===== src/design/pia_pkg.sv =====
// Constants, codes and carrier types of the prioritized interrupt arbiter.
package pia_pkg;
    localparam int PIA_NUM_SRC        = 86;
    localparam int PIA_NUM_FIXED      = 2;
    localparam int PIA_VEC_W          = 7;
    localparam int PIA_DATA_W         = 16;
    localparam int PIA_ADDR_W         = 6;
    localparam int PIA_CORE_ADDR_W    = 21;
    localparam int PIA_NUM_PRIO       = 11;
    localparam int PIA_FIELDS_PER_REG = 8;
    localparam int PIA_NUM_PEND       = 6;
    localparam int PIA_NUM_LEVELS     = 4;
    localparam int PIA_FAST_HI_W      = 5;

    localparam logic [5:0] PIA_OFF_PRIO0  = 6'h00;
    localparam logic [5:0] PIA_OFF_PRIO9  = 6'h09;
    localparam logic [5:0] PIA_OFF_VBASE  = 6'h0A;
    localparam logic [5:0] PIA_OFF_FIM0   = 6'h0B;
    localparam logic [5:0] PIA_OFF_FIVAL0 = 6'h0C;
    localparam logic [5:0] PIA_OFF_FIVAH0 = 6'h0D;
    localparam logic [5:0] PIA_OFF_FIM1   = 6'h0E;
    localparam logic [5:0] PIA_OFF_FIVAL1 = 6'h0F;
    localparam logic [5:0] PIA_OFF_FIVAH1 = 6'h10;
    localparam logic [5:0] PIA_OFF_PEND0  = 6'h11;
    localparam logic [5:0] PIA_OFF_PEND5  = 6'h16;
    localparam logic [5:0] PIA_OFF_STATUS = 6'h1D;
    localparam logic [5:0] PIA_OFF_PRIO10 = 6'h1F;

    // Index of the two documented priority registers and of the last of the eleven
    localparam int PIA_IDX_FLASH_PLL = 2;
    localparam int PIA_IDX_TIMER_D   = 6;
    localparam int PIA_IDX_LAST      = 10;

    localparam int PIA_FLD_FLASH_EMPTY = 14;
    localparam int PIA_FLD_FLASH_DONE  = 12;
    localparam int PIA_FLD_FLASH_ERR   = 10;
    localparam int PIA_FLD_PLL_UNLOCK  = 8;
    localparam int PIA_FLD_TD_CH3      = 12;
    localparam int PIA_FLD_TD_CH2      = 10;
    localparam int PIA_FLD_TD_CH1      = 8;
    localparam int PIA_FLD_TD_CH0      = 6;
    localparam int PIA_FLD_TD_RSVD     = 4;

    localparam logic [15:0] PIA_WMASK_FULL    = 16'hFFFF;
    localparam logic [15:0] PIA_WMASK_TIMER_D = 16'hFFCF;

    localparam logic [15:0] PIA_RST_PRIO  = 16'h0000;
    localparam logic [15:0] PIA_RST_VBASE = 16'h0000;
    localparam logic [6:0]  PIA_RST_FIM   = 7'h00;
    localparam logic [15:0] PIA_RST_FIVAL = 16'h0000;
    localparam logic [4:0]  PIA_RST_FIVAH = 5'h00;
    localparam logic [5:0]  PIA_BOOT_CYCLES = 6'h20;

    typedef enum logic [1:0] {
        PIA_CODE_OFF = 2'h0,
        PIA_CODE_L0  = 2'h1,
        PIA_CODE_L1  = 2'h2,
        PIA_CODE_L2  = 2'h3
    } pia_code_t;

    localparam logic [1:0] PIA_LVL_FIXED = 2'h3;

    typedef enum logic [1:0] {
        PIA_ST_BOOT = 2'b01,
        PIA_ST_RUN  = 2'b10
    } pia_state_t;

    typedef struct packed {
        logic        wr;
        logic        rd;
        logic [5:0]  addr;
        logic [15:0] wdata;
    } pia_bus_t;

    typedef struct packed {
        logic        irq;
        logic        fast;
        logic [1:0]  level;
        logic [6:0]  vec;
        logic [20:0] addr;
    } pia_core_t;
endpackage : pia_pkg


===== src/design/pia_lowest_first.sv =====
// Finds the lowest-numbered active request of one priority level.
`timescale 1ns/1ps
module pia_lowest_first #(
    parameter int WIDTH = 86,
    parameter int IDX_W = 7
) (
    input  wire logic [WIDTH-1:0] req_in,
    output logic                  any_out,
    output logic [IDX_W-1:0]      idx_out
);
    always_comb begin
        any_out = 1'b0;
        idx_out = '0;
        // Walk downward so the smallest set index is the last one kept
        for (int i = WIDTH - 1; i >= 0; i--) begin
            if (req_in[i]) begin
                any_out = 1'b1;
                idx_out = IDX_W'(i);
            end
        end
    end
endmodule : pia_lowest_first


===== src/design/pia_arbiter.sv =====
// Prioritized interrupt arbiter: registers, level arbitration and vectoring.
//
// Summary of operation
// - Accept 86 request sources; four levels, programmable except a few fixed ones.
// - Inside one level the lowest source number wins; source 0 highest.
// - Normal vector address is vector base concatenated with vector number.
// - Core mask 00..11 permits levels from mask value up to level 3.
// - Two-bit field: 00 off, 01 level 0, 10 level 1, 11 level 2.
// - Flash/PLL register: buffers empty 15-14, command done 13-12, error 11-10.
// - Same register holds PLL unlock level in bits 9-8.
// - Timer D register: ch3 13-12, ch2 11-10, ch1 9-8, ch0 7-6.
// - Timer D register bits 5-4 read zero and ignore writes.
// - Signal core when a serviceable request exists, with its jump address.
// - Tell the system integration module to restart clocks in Wait or Stop.
// - After reset drive the initial fetch address onto the core address bus.
// - Two independently programmable fast interrupt channels.
// - Registers are a slave on the peripheral bus, master reads and writes.
// - Priority registers 0-9 at 0x0-0x9, vector base at 0xA.
// - Six pending request registers at 0x11 through 0x16.
`timescale 1ns/1ps
module pia_arbiter
    import pia_pkg::*;
#(
    parameter logic [20:0] RESET_ADDR = 21'h000000
) (
    input  wire logic                   clk_in,
    input  wire logic                   rst_b_in,
    input  wire pia_bus_t               bus_in,
    output logic [PIA_DATA_W-1:0]       bus_rdata_out,
    input  wire logic [PIA_NUM_SRC-1:0] irq_src_in,
    input  wire logic [1:0]             core_mask_bits_in,
    input  wire logic                   low_power_in,
    output pia_core_t                   core_out,
    output logic                        wake_out,
    output logic [PIA_CORE_ADDR_W-1:0]  fetch_addr_out,
    output logic                        fetch_drive_out
);
    logic [15:0]      prio_reg [PIA_NUM_PRIO];
    logic [15:0]      vector_base;
    logic [6:0]       fim [2];
    logic [15:0]      fival [2];
    logic [4:0]       fivah [2];
    logic [PIA_NUM_SRC-1:0] src_en;
    logic [1:0]       src_lvl [PIA_NUM_SRC];
    logic [PIA_NUM_SRC-1:0] lvl_req [PIA_NUM_LEVELS];
    logic [PIA_NUM_LEVELS-1:0] lvl_any;
    logic [6:0]       lvl_idx [PIA_NUM_LEVELS];
    logic             next_irq;
    logic [1:0]       next_level;
    logic [6:0]       next_vec;
    logic             next_fast;
    logic [20:0]      next_addr;
    logic [15:0]      next_rdata;
    logic [3:0]       wr_prio_idx;
    logic             wr_prio_hit;
    logic [95:0]      pend_wide;
    logic [2:0]       pend_sel;
    pia_state_t       state;
    logic [5:0]       boot_cnt;
    logic [127:0]     en_wide;
    logic [127:0]     req_wide;

    assign pend_wide = 96'(irq_src_in);
    assign en_wide   = 128'(src_en);
    assign req_wide  = 128'(irq_src_in);
    assign pend_sel  = 3'(bus_in.addr - PIA_OFF_PEND0);

    // Source to field map; fixed sources sit at the top level
    genvar s;
    generate
        for (s = 0; s < PIA_NUM_SRC; s++) begin : g_src
            if (s < PIA_NUM_FIXED) begin : g_fixed
                assign src_en[s]  = 1'b1;
                assign src_lvl[s] = PIA_LVL_FIXED;
            end else begin : g_prog
                localparam int K   = s - PIA_NUM_FIXED;
                localparam int RI  = K / PIA_FIELDS_PER_REG;
                localparam int LO  = 2 * (PIA_FIELDS_PER_REG - 1 - (K % PIA_FIELDS_PER_REG));
                logic [1:0] code;
                assign code       = prio_reg[RI][LO +: 2];
                assign src_en[s]  = (code != PIA_CODE_OFF);
                assign src_lvl[s] = 2'(code - 2'h1);
            end
        end
    endgenerate

    genvar l;
    generate
        for (l = 0; l < PIA_NUM_LEVELS; l++) begin : g_lvl
            always_comb begin
                for (int i = 0; i < PIA_NUM_SRC; i++) begin
                    lvl_req[l][i] = irq_src_in[i] & src_en[i] & (src_lvl[i] == 2'(l));
                end
            end
            pia_lowest_first #(
                .WIDTH (PIA_NUM_SRC),
                .IDX_W (PIA_VEC_W)
            ) u_enc (
                .req_in  (lvl_req[l]),
                .any_out (lvl_any[l]),
                .idx_out (lvl_idx[l])
            );

            property p_lowest_wins;
                @(posedge clk_in) disable iff (!rst_b_in)
                lvl_any[l] |->
                    ((lvl_req[l] & ((86'h1 << lvl_idx[l]) - 86'h1)) == '0) && lvl_req[l][lvl_idx[l]];
            endproperty
            a_lowest_wins: assert property (p_lowest_wins) else $error("lower source skipped");
        end
    endgenerate

    // Level choice: later (higher) permitted levels override earlier ones
    always_comb begin
        next_irq   = 1'b0;
        next_level = 2'h0;
        next_vec   = 7'h00;
        for (int i = 0; i < PIA_NUM_LEVELS; i++) begin
            if (lvl_any[i] && (2'(i) >= core_mask_bits_in)) begin
                next_irq   = 1'b1;
                next_level = 2'(i);
                next_vec   = lvl_idx[i];
            end
        end
        next_fast = next_irq && ((next_vec == fim[0]) || (next_vec == fim[1]));
        if (next_irq && next_vec == fim[0]) begin
            next_addr = {fivah[0], fival[0]};
        end else if (next_irq && next_vec == fim[1]) begin
            next_addr = {fivah[1], fival[1]};
        end else begin
            next_addr = {vector_base[13:0], next_vec};
        end
    end

    always_ff @(posedge clk_in or negedge rst_b_in) begin
        if (!rst_b_in) begin
            core_out <= '0;
        end else begin
            core_out.irq   <= next_irq;
            core_out.fast  <= next_fast;
            core_out.level <= next_level;
            core_out.vec   <= next_vec;
            core_out.addr  <= next_addr;
        end
    end

    // Wake ignores the core mask: any enabled request restarts clocks
    always_ff @(posedge clk_in or negedge rst_b_in) begin
        if (!rst_b_in) begin
            wake_out <= 1'b0;
        end else begin
            wake_out <= low_power_in && (lvl_any != '0);
        end
    end

    always_ff @(posedge clk_in or negedge rst_b_in) begin
        if (!rst_b_in) begin
            state           <= PIA_ST_BOOT;
            boot_cnt        <= '0;
            fetch_drive_out <= 1'b1;
            fetch_addr_out  <= RESET_ADDR;
        end else begin
            case (state)
                PIA_ST_BOOT: begin
                    fetch_drive_out <= 1'b1;
                    fetch_addr_out  <= RESET_ADDR;
                    boot_cnt        <= 6'(boot_cnt + 6'h01);
                    if (boot_cnt == PIA_BOOT_CYCLES - 6'h01) begin
                        state           <= PIA_ST_RUN;
                        fetch_drive_out <= 1'b0;
                    end
                end
                PIA_ST_RUN: begin
                    fetch_drive_out <= 1'b0;
                end
                default: begin
                    state <= PIA_ST_BOOT;
                end
            endcase
        end
    end

    // Priority register write decode
    always_comb begin
        wr_prio_hit = 1'b0;
        wr_prio_idx = 4'h0;
        if (bus_in.addr <= PIA_OFF_PRIO9) begin
            wr_prio_hit = bus_in.wr;
            wr_prio_idx = bus_in.addr[3:0];
        end else if (bus_in.addr == PIA_OFF_PRIO10) begin
            wr_prio_hit = bus_in.wr;
            wr_prio_idx = 4'(PIA_IDX_LAST);
        end
    end

    generate
        for (l = 0; l < PIA_NUM_PRIO; l++) begin : g_prio
            localparam logic [15:0] WMASK =
                (l == PIA_IDX_TIMER_D) ? PIA_WMASK_TIMER_D : PIA_WMASK_FULL;
            always_ff @(posedge clk_in or negedge rst_b_in) begin
                if (!rst_b_in) begin
                    prio_reg[l] <= PIA_RST_PRIO;
                end else if (wr_prio_hit && wr_prio_idx == 4'(l)) begin
                    prio_reg[l] <= bus_in.wdata & WMASK;
                end
            end
        end
    endgenerate

    always_ff @(posedge clk_in or negedge rst_b_in) begin
        if (!rst_b_in) begin
            vector_base <= PIA_RST_VBASE;
            fim[0]      <= PIA_RST_FIM;
            fim[1]      <= PIA_RST_FIM;
            fival[0]    <= PIA_RST_FIVAL;
            fival[1]    <= PIA_RST_FIVAL;
            fivah[0]    <= PIA_RST_FIVAH;
            fivah[1]    <= PIA_RST_FIVAH;
        end else if (bus_in.wr) begin
            case (bus_in.addr)
                PIA_OFF_VBASE:  vector_base <= bus_in.wdata;
                PIA_OFF_FIM0:   fim[0]      <= bus_in.wdata[6:0];
                PIA_OFF_FIVAL0: fival[0]    <= bus_in.wdata;
                PIA_OFF_FIVAH0: fivah[0]    <= bus_in.wdata[4:0];
                PIA_OFF_FIM1:   fim[1]      <= bus_in.wdata[6:0];
                PIA_OFF_FIVAL1: fival[1]    <= bus_in.wdata;
                PIA_OFF_FIVAH1: fivah[1]    <= bus_in.wdata[4:0];
                default: begin
                end
            endcase
        end
    end

    // Read mux; pending and status words are read-only
    always_comb begin
        next_rdata = 16'h0000;
        if (bus_in.addr <= PIA_OFF_PRIO9) begin
            next_rdata = prio_reg[bus_in.addr[3:0]];
        end else if (bus_in.addr >= PIA_OFF_PEND0 && bus_in.addr <= PIA_OFF_PEND5) begin
            next_rdata = pend_wide[16 * pend_sel +: 16];
        end else begin
            case (bus_in.addr)
                PIA_OFF_VBASE:  next_rdata = vector_base;
                PIA_OFF_FIM0:   next_rdata = {9'h000, fim[0]};
                PIA_OFF_FIVAL0: next_rdata = fival[0];
                PIA_OFF_FIVAH0: next_rdata = {11'h000, fivah[0]};
                PIA_OFF_FIM1:   next_rdata = {9'h000, fim[1]};
                PIA_OFF_FIVAL1: next_rdata = fival[1];
                PIA_OFF_FIVAH1: next_rdata = {11'h000, fivah[1]};
                PIA_OFF_STATUS: next_rdata = {core_out.irq, core_out.fast, core_out.level,
                                              5'h00, core_out.vec};
                PIA_OFF_PRIO10: next_rdata = prio_reg[PIA_IDX_LAST];
                default:        next_rdata = 16'h0000;
            endcase
        end
    end

    always_ff @(posedge clk_in or negedge rst_b_in) begin
        if (!rst_b_in) begin
            bus_rdata_out <= 16'h0000;
        end else if (bus_in.rd) begin
            bus_rdata_out <= next_rdata;
        end
    end

    property p_resv_zero;
        @(posedge clk_in) disable iff (!rst_b_in)
        bus_in.rd && bus_in.addr == 6'(PIA_IDX_TIMER_D) |=> bus_rdata_out[5:4] == 2'h0;
    endproperty
    a_resv_zero: assert property (p_resv_zero) else $error("reserved bits not zero");

    property p_mask_honoured;
        @(posedge clk_in) disable iff (!rst_b_in)
        core_out.irq |-> core_out.level >= $past(core_mask_bits_in);
    endproperty
    a_mask_honoured: assert property (p_mask_honoured) else $error("masked level sent");

    property p_normal_vector;
        @(posedge clk_in) disable iff (!rst_b_in)
        core_out.irq && !core_out.fast |->
            core_out.addr == {$past(vector_base[13:0]), core_out.vec};
    endproperty
    a_normal_vector: assert property (p_normal_vector) else $error("bad vector address");

    property p_disabled_silent;
        @(posedge clk_in) disable iff (!rst_b_in)
        next_irq |-> en_wide[next_vec] && req_wide[next_vec];
    endproperty
    a_disabled_silent: assert property (p_disabled_silent) else $error("disabled source won");

    property p_top_level_first;
        @(posedge clk_in) disable iff (!rst_b_in)
        core_out.irq |-> ($past(lvl_any) >> (core_out.level + 3'h1)) == '0
            || core_out.level == 2'h3;
    endproperty
    a_top_level_first: assert property (p_top_level_first) else $error("lower level chosen");

    property p_signal_core;
        @(posedge clk_in) disable iff (!rst_b_in)
        lvl_any[3] |=> core_out.irq && core_out.level == 2'h3;
    endproperty
    a_signal_core: assert property (p_signal_core) else $error("request not signalled");

    property p_wake;
        @(posedge clk_in) disable iff (!rst_b_in)
        low_power_in && (lvl_any != '0) |=> wake_out ##1 1'b1;
    endproperty
    a_wake: assert property (p_wake) else $error("no wake notice");

    property p_boot_addr;
        @(posedge clk_in) disable iff (!rst_b_in)
        state == PIA_ST_BOOT |-> fetch_drive_out && fetch_addr_out == RESET_ADDR;
    endproperty
    a_boot_addr: assert property (p_boot_addr) else $error("boot address missing");

    property p_fast_match;
        @(posedge clk_in) disable iff (!rst_b_in)
        core_out.fast |-> core_out.irq &&
            (core_out.vec == $past(fim[0]) || core_out.vec == $past(fim[1]));
    endproperty
    a_fast_match: assert property (p_fast_match) else $error("fast without match");

    property p_vbase_write;
        @(posedge clk_in) disable iff (!rst_b_in)
        bus_in.wr && bus_in.addr == PIA_OFF_VBASE |=> vector_base == $past(bus_in.wdata);
    endproperty
    a_vbase_write: assert property (p_vbase_write) else $error("vector base not written");
endmodule : pia_arbiter


===== config.mk =====
export PLATFORM = sky130hd
export DESIGN_NAME = pia_arbiter
export DESIGN_NICKNAME = d
export VERILOG_FILES = /design/src/design/pia_pkg.sv /design/src/design/pia_lowest_first.sv /design/src/design/pia_arbiter.sv
export SDC_FILE = /design/constraint.sdc
export NUM_CORES = 1
export LEC_CHECK = 0
export ABC_CLOCK_PERIOD_IN_PS = 10000
export BUFFER_PORTS_ARGS = -buffer_cell sky130_fd_sc_hd__buf_4
export CORE_UTILIZATION = 54
export DETAILED_ROUTE_END_ITERATION = 7
export HOLD_SLACK_MARGIN = 0.1
export PLACE_DENSITY = 0.73
export SLEW_MARGIN = 20
export SYNTH_ARGS = -nofsm -noshare
export SYNTH_HDL_FRONTEND = slang
export SYNTH_SLANG_ARGS = --single-unit

===== constraint.sdc =====
create_clock -name clk_in -period 10 [get_ports clk_in]
set_input_delay 1 -clock clk_in [delete_from_list [all_inputs] [get_ports clk_in]]
set_output_delay 1 -clock clk_in [all_outputs]
set_load 0.05 [all_outputs]

### Word-level counts from Yosys, hierarchy flattened

Index checks and enable logic that the tools add are counted.

| operators by class | value |
|---|---|
| multiplexer cells | 695 |
| bitwise logic cells | 417 |
| shifts and indexed selects | 1 |
| order comparisons | 8 |
| reductions and logical operators | 198 |
| equal/unequal tests | 274 |
| add/subtract/negate cells | 85 |

Operators with widths:

| cell | number |
|---|---|
| 2-to-1 mux 7 bit | 338 |
| bitwise AND 1 bit | 415 |
| 2-to-1 mux 1 bit | 342 |
| equality test 2 bit (second input constant) | 167 |
| equality test 2 x 1 -> 1 bit (second input constant) | 84 |
| nonzero test 2 bit | 84 |
| zero test 2 bit | 83 |
| subtractor 2 x 1 -> 2 bit (second input constant) | 83 |
| case mux 16 bit (9 select lines) | 1 |
| indexed part select 96 x 8 -> 16 bit | 1 |
| binary-select mux 16 bit (select 4 bit) | 1 |
| 2-to-1 mux 16 bit | 4 |
| 2-to-1 mux 21 bit | 2 |
| equality test 6 x 4 -> 1 bit (second input constant) | 6 |
| equality test 6 x 5 -> 1 bit (second input constant) | 4 |
| logical AND 1 bit | 20 |
| equality test 4 x 3 -> 1 bit (second input constant) | 4 |
| AND reduction 2 bit | 8 |
| equality test 7 bit | 2 |
| equality test 4 bit (second input constant) | 3 |
| equality test 4 x 2 -> 1 bit (second input constant) | 2 |
| 2-to-1 mux 4 bit | 2 |
| adder 6 x 1 -> 6 bit (second input constant) | 1 |
| greater-or-equal comparator 6 x 5 -> 1 bit (second input constant) | 1 |
| other kinds (16) | 20 |

| word-level totals | value |
|---|---|
| register bits after elaboration | 304 |
| input bits | 115 |
| output and inout bits | 71 |
| word-level logic and storage cells | 1706 |

### Logic depth before layout (Yosys ltp)

| depth | value |
|---|---|
| depth in word-level cells | 95 |
| gate-level depth with buffers | 15 |

### By module

Synthesis repeated with hierarchy kept, for this count alone.

| second synthesis, totals | value |
|---|---|
| cells, all modules | 2384 |
| area total of the unflattened synthesis | 21306.7 µm² |

By module, submodules not included:

| module | cells each | area each (µm²) | times used | seq. area each (µm²) |
|---|---|---|---|---|
| pia_arbiter | 1584 | 17012.6 | 1 | 7609.8 |
| pia_lowest_first | 200 | 1073.5 | 4 | 0.0 |

### Worst setup path before layout

OpenSTA, ideal clock, no wires.

| path | value |
|---|---|
| kind | input to register |
| from | in irq_src_in[46] |
| to | reg core_out[11] in the netlist's numbering |
| buffers on the path | 1 |
| data required time | 9.867 ns |
| path slack | 5.627 ns |
| data arrival time | 4.240 ns |
| stages on the path | 13 |
| path through | and3b_1 > or4_4 > nor4b_4 > and4bb_4 > and3_1 > nand4_1 > a221oi_2 > mux2i_1 > nand4_1 > nor4_4 > buf_4 > mux2i_1 > a21oi_2 |

| on the way | value |
|---|---|
| longest elaborated chain between the ends | 56 |
| elaborated cells between the ends (all ways) | 387 |

Ends and longest elaborated chain:

| item | line | source |
|---|---|---|
| from (decl) | pia_arbiter.sv:30 | `input wire logic [PIA_NUM_SRC-1:0] irq_src_in,` |
| bitwise AND 1 bit (*) | pia_arbiter.sv:92 | `lvl_req[l][i] = irq_src_in[i] & src_en[i] & (src_lvl[i] == 2'(l));` |
| bitwise AND 1 bit | pia_arbiter.sv:92 |  |
| 2-to-1 mux 1 bit (45 in a row) | pia_lowest_first.sv:16 | `if (req_in[i]) begin` |
| logical AND 1 bit | pia_arbiter.sv:119 | `if (lvl_any[i] && (2'(i) >= core_mask_bits_in)) begin` |
| 2-to-1 mux 7 bit (3 in a row) | pia_arbiter.sv:119 |  |
| 2-to-1 mux 7 bit (*) | pia_arbiter.sv:119 |  |
| named net next_vec[5] | pia_arbiter.sv:50 | `logic [6:0] next_vec;` |
| equality test 7 bit | pia_arbiter.sv:128 | `end else if (next_irq && next_vec == fim[1]) begin` |
| logical AND 1 bit | pia_arbiter.sv:128 |  |
| 2-to-1 mux 21 bit | pia_arbiter.sv:128 |  |
| 2-to-1 mux 21 bit (*) | pia_arbiter.sv:126 | `if (next_irq && next_vec == fim[0]) begin` |
| named net next_addr[11] | pia_arbiter.sv:52 | `logic [20:0] next_addr;` |
| to (decl) | pia_arbiter.sv:33 | `output pia_core_t core_out,` |

The timed path passes the listed nets; every way through them passes the cells marked *.
A chain may end at the register's enable or synchronous reset.

### Final worst setup path

| path | value |
|---|---|
| from | in irq_src_in[36] |
| to | reg core_out[0] in the netlist's numbering |

| on the way | value |
|---|---|
| longest elaborated chain between the ends | 46 |
| elaborated cells between the ends (all ways) | 307 |

Ends and longest elaborated chain:

| item | line |
|---|---|
| bitwise AND 1 bit (*) | pia_arbiter.sv:92 |
| bitwise AND 1 bit | pia_arbiter.sv:92 |
| 2-to-1 mux 1 bit (35 in a row) | pia_lowest_first.sv:16 |
| logical AND 1 bit | pia_arbiter.sv:119 |
| 2-to-1 mux 7 bit (3 in a row) | pia_arbiter.sv:119 |
| 2-to-1 mux 7 bit (*) | pia_arbiter.sv:119 |
| named net next_vec[0] | pia_arbiter.sv:50 |
| equality test 7 bit | pia_arbiter.sv:128 |
| logical AND 1 bit | pia_arbiter.sv:128 |
| 2-to-1 mux 21 bit | pia_arbiter.sv:128 |
| 2-to-1 mux 21 bit (*) | pia_arbiter.sv:126 |
| named net next_addr[0] | pia_arbiter.sv:52 |

Marks and branches as above.

==> flow_metrics.env <==
export IMPL_dieArea_sq_um=39000
export IMPL_cts_root_buf="clkbuf_16"
export IMPL_final_common_cell="dfrtp_1"
export IMPL_grt_max_degree=123
export IMPL_largest_reg_flops=166
export IMPL_drive_gt1_frac=0.270
export IMPL_period_needed_ps=5660
export IMPL_crit_family="simple AND/OR/NAND/NOR gates"
export IMPL_power_density_nw_per_um2=198
export IMPL_seq_power_share=0.357
export IMPL_wl_um=91900
export IMPL_numCtsBuffers=35
export IMPL_hold_depth=1
export IMPL_slew_headroom=0.270
export IMPL_clkTransAtPathRegs_ps=60
export IMPL_synth_seq_cells=304
export IMPL_layout_common_cells="dfrtp_1, mux2_2, buf_4"
export IMPL_drtIter0Drc=2866
export IMPL_drc=0
export IMPL_clock_skew_ps=34.5
export IMPL_grt_pass1_wl_um=131000
export IMPL_initial_core_util=0.548
export IMPL_p_leak_nw=10.8
export IMPL_cp_end_kind="register"
export IMPL_fmax_mhz=177
export IMPL_antenna_found_initial=12
export IMPL_cts_hold_buf=0
export IMPL_worstPathMaxFanout=22
export IMPL_reg2reg_from="g_src[37].g_prog.code[1]"
export IMPL_status="completed"
export IMPL_crit_chain="buf_4, and3b_1, nor4_1, nor4b_1, nand4_1, o21ai_1, nor4_1, a31oi_1, nor2_1, o21ba_1, xor2_1, buf_4, or3_1, mux2_4"
export IMPL_cts_buffer_depth=3
export IMPL_setup_viol=0
export IMPL_fillers=3195
export IMPL_r2r_end="core_out[0]"
export IMPL_gr_total_overflow=0
export IMPL_worst_path_stages=14
export IMPL_yosysUniqueCellTypes=88
export IMPL_dpl_cell_area_sq_um=22200
export IMPL_hp_start="boot_cnt[5]"
export IMPL_postSynthCellCount=2054
export IMPL_p_int_mw=2.77
export IMPL_io_buffers=164
export IMPL_wl_per_cell_um=34.0
export IMPL_final_antenna_net_count=0
export IMPL_rsz0062_at_grt="no"
export IMPL_crit_slowest_cell="nor4b_1"
export IMPL_grt_pass1_vias=18800
export IMPL_worst_path_buf_inv=2
export IMPL_total_power_mw=4.64
export IMPL_maxCapViolations=0
export IMPL_swShare=0.403
export IMPL_track_usage=0.472
export IMPL_ys_warn_count=0
export IMPL_period_share=0.566
export IMPL_fin_tns_setup_ps=0
export IMPL_avgSynthCellArea_sq_um=10.0
export IMPL_ctsResizeCount=0
export IMPL_hp_class="reg -> reg"
export IMPL_path_class="in -> reg"
export IMPL_finalHoldViolCount=0
export IMPL_reg2regPathDepth=13
export IMPL_num_rows=71
export IMPL_critPathRequiredTime_ps=10470
export IMPL_p_switching_mw=1.87
export IMPL_yosys_most_used_dff="dfrtp_1"
export IMPL_power_frac_clock=0.288
export IMPL_whs_endpoint="boot_cnt[5]"
export IMPL_vias=20100
export IMPL_cts_tree="done"
export IMPL_crit_arrival_ps=6130
export IMPL_die_y_um=198
export IMPL_first_pass_iters=7
export IMPL_synth_edf_count=0
export IMPL_die_w_um=198
export IMPL_worst_pin_slew_ps=1090
export IMPL_area_delta_synth_final_pct=13.2
export IMPL_pwr_share_comb=0.355
export IMPL_rrSetupSlack_ps=4380
export IMPL_stdcell_area_sq_um=23400
export IMPL_h_tree_depth=2
export IMPL_design_core_area_sq_um=37700
export IMPL_start_kind="input pin"
export IMPL_critPathMaxStageDelay_ps=850
export IMPL_ys_async_sr_fraction=1.00
export IMPL_dp_cells=2644
export IMPL_gp_congestion=1.10
export IMPL_clk_latency_ps=590
export IMPL_cts_sinks=304
export IMPL_post_cts_buffers=0
export IMPL_netlist_area_sq_um=20600
export IMPL_ys_seq_area_frac=0.369
export IMPL_ioPinCount=186
export IMPL_finish_net_count=2293
export IMPL_hold_slack_ps=461
export IMPL_dp_hpwl_um=69800
export IMPL_ir_drop_uv=181
export IMPL_slew_violations=0
export IMPL_layout_cells_non_filler=2708
export IMPL_via_per_inst=7.41
## per-stage QoR
step,utilization,worst slack (ps)
after floorplan,-,5630
after global placement,0.589,3940
after detailed placement,0.589,3880
after CTS,0.620,4320
after global routing,0.620,4200
final,0.621,4340
## cells by family after synthesis
family	after synthesis	synth area share
other	1	0.000182
adder cells (fa/ha/maj)	8	0.00485
buffers and inverters	168	0.0361
XOR/XNOR	17	0.00721
AO/OA/AOI/OAI	410	0.140
AND/OR/NAND/NOR	806	0.234
flip-flops	304	0.369
multiplexers	340	0.209
## metal layers
metal  global-route usage  wire length [um]
met4                0.284              6910
met1                0.595             33700
met3                0.166             12300
met5                    0                65
met2                0.695             38900
## worst max path at each step
stage / startpoint / endpoint / slack (ps)
floorplan: irq_src_in[46] / core_out[11] / 5630
global placement: irq_src_in[51] / core_out[0] / 3940
detailed placement: irq_src_in[51] / core_out[0] / 3880
CTS: irq_src_in[51] / core_out[0] / 4320
global route: irq_src_in[36] / core_out[0] / 4200
finish: irq_src_in[36] / core_out[0] / 4340
## Yosys cell counts (13+ instances only)
master,number,share of area
mux2_2,265,0.14
clkbuf_1,82,0.015
nand3_1,134,0.032
and3_1,28,0.0085
o211ai_1,26,0.0095
nand3b_1,103,0.037
a22oi_1,26,0.0095
mux2i_1,28,0.014
nand2b_1,19,0.0058
o21ai_0,88,0.021
o22ai_1,15,0.0045
buf_1,13,0.0024
and3b_1,87,0.037
nand2_1,126,0.023
mux4_2,46,0.050
buf_4,22,0.0080
o221ai_1,18,0.0076
nand4_1,54,0.016
nor3_1,28,0.0068
a221o_1,16,0.0078
nor2_1,89,0.016
a21oi_1,61,0.015
nor2b_1,18,0.0055
a211oi_1,16,0.0058
nor4_1,44,0.013
inv_1,46,0.0084
a31oi_1,23,0.0070
dfrtp_1,302,0.37
## final cells by class
cell class | count | area [sq um] | area share
multi-input combinational | 1602 | 12400 | 0.531
sequential | 304 | 7610 | 0.326
timing repair buffer | 181 | 1370 | 0.0585
tap | 511 | 639 | 0.0274
inverter | 46 | 173 | 0.00739
antenna | 4 | 10.0 | 0.000428
clock inverter | 16 | 233 | 0.00996
clock buffer | 44 | 930 | 0.0398
## power groups by stage
stage	combinational, mW	sequential [mW]	clock, mW
finish	1.65	1.65	1.34
global route	1.70	1.66	1.38
CTS	1.59	1.64	1.34
detailed placement	1.58	1.66	0
global placement	1.56	1.65	0
floorplan	0.870	1.71	0
(Power assumes the default switching activity.)
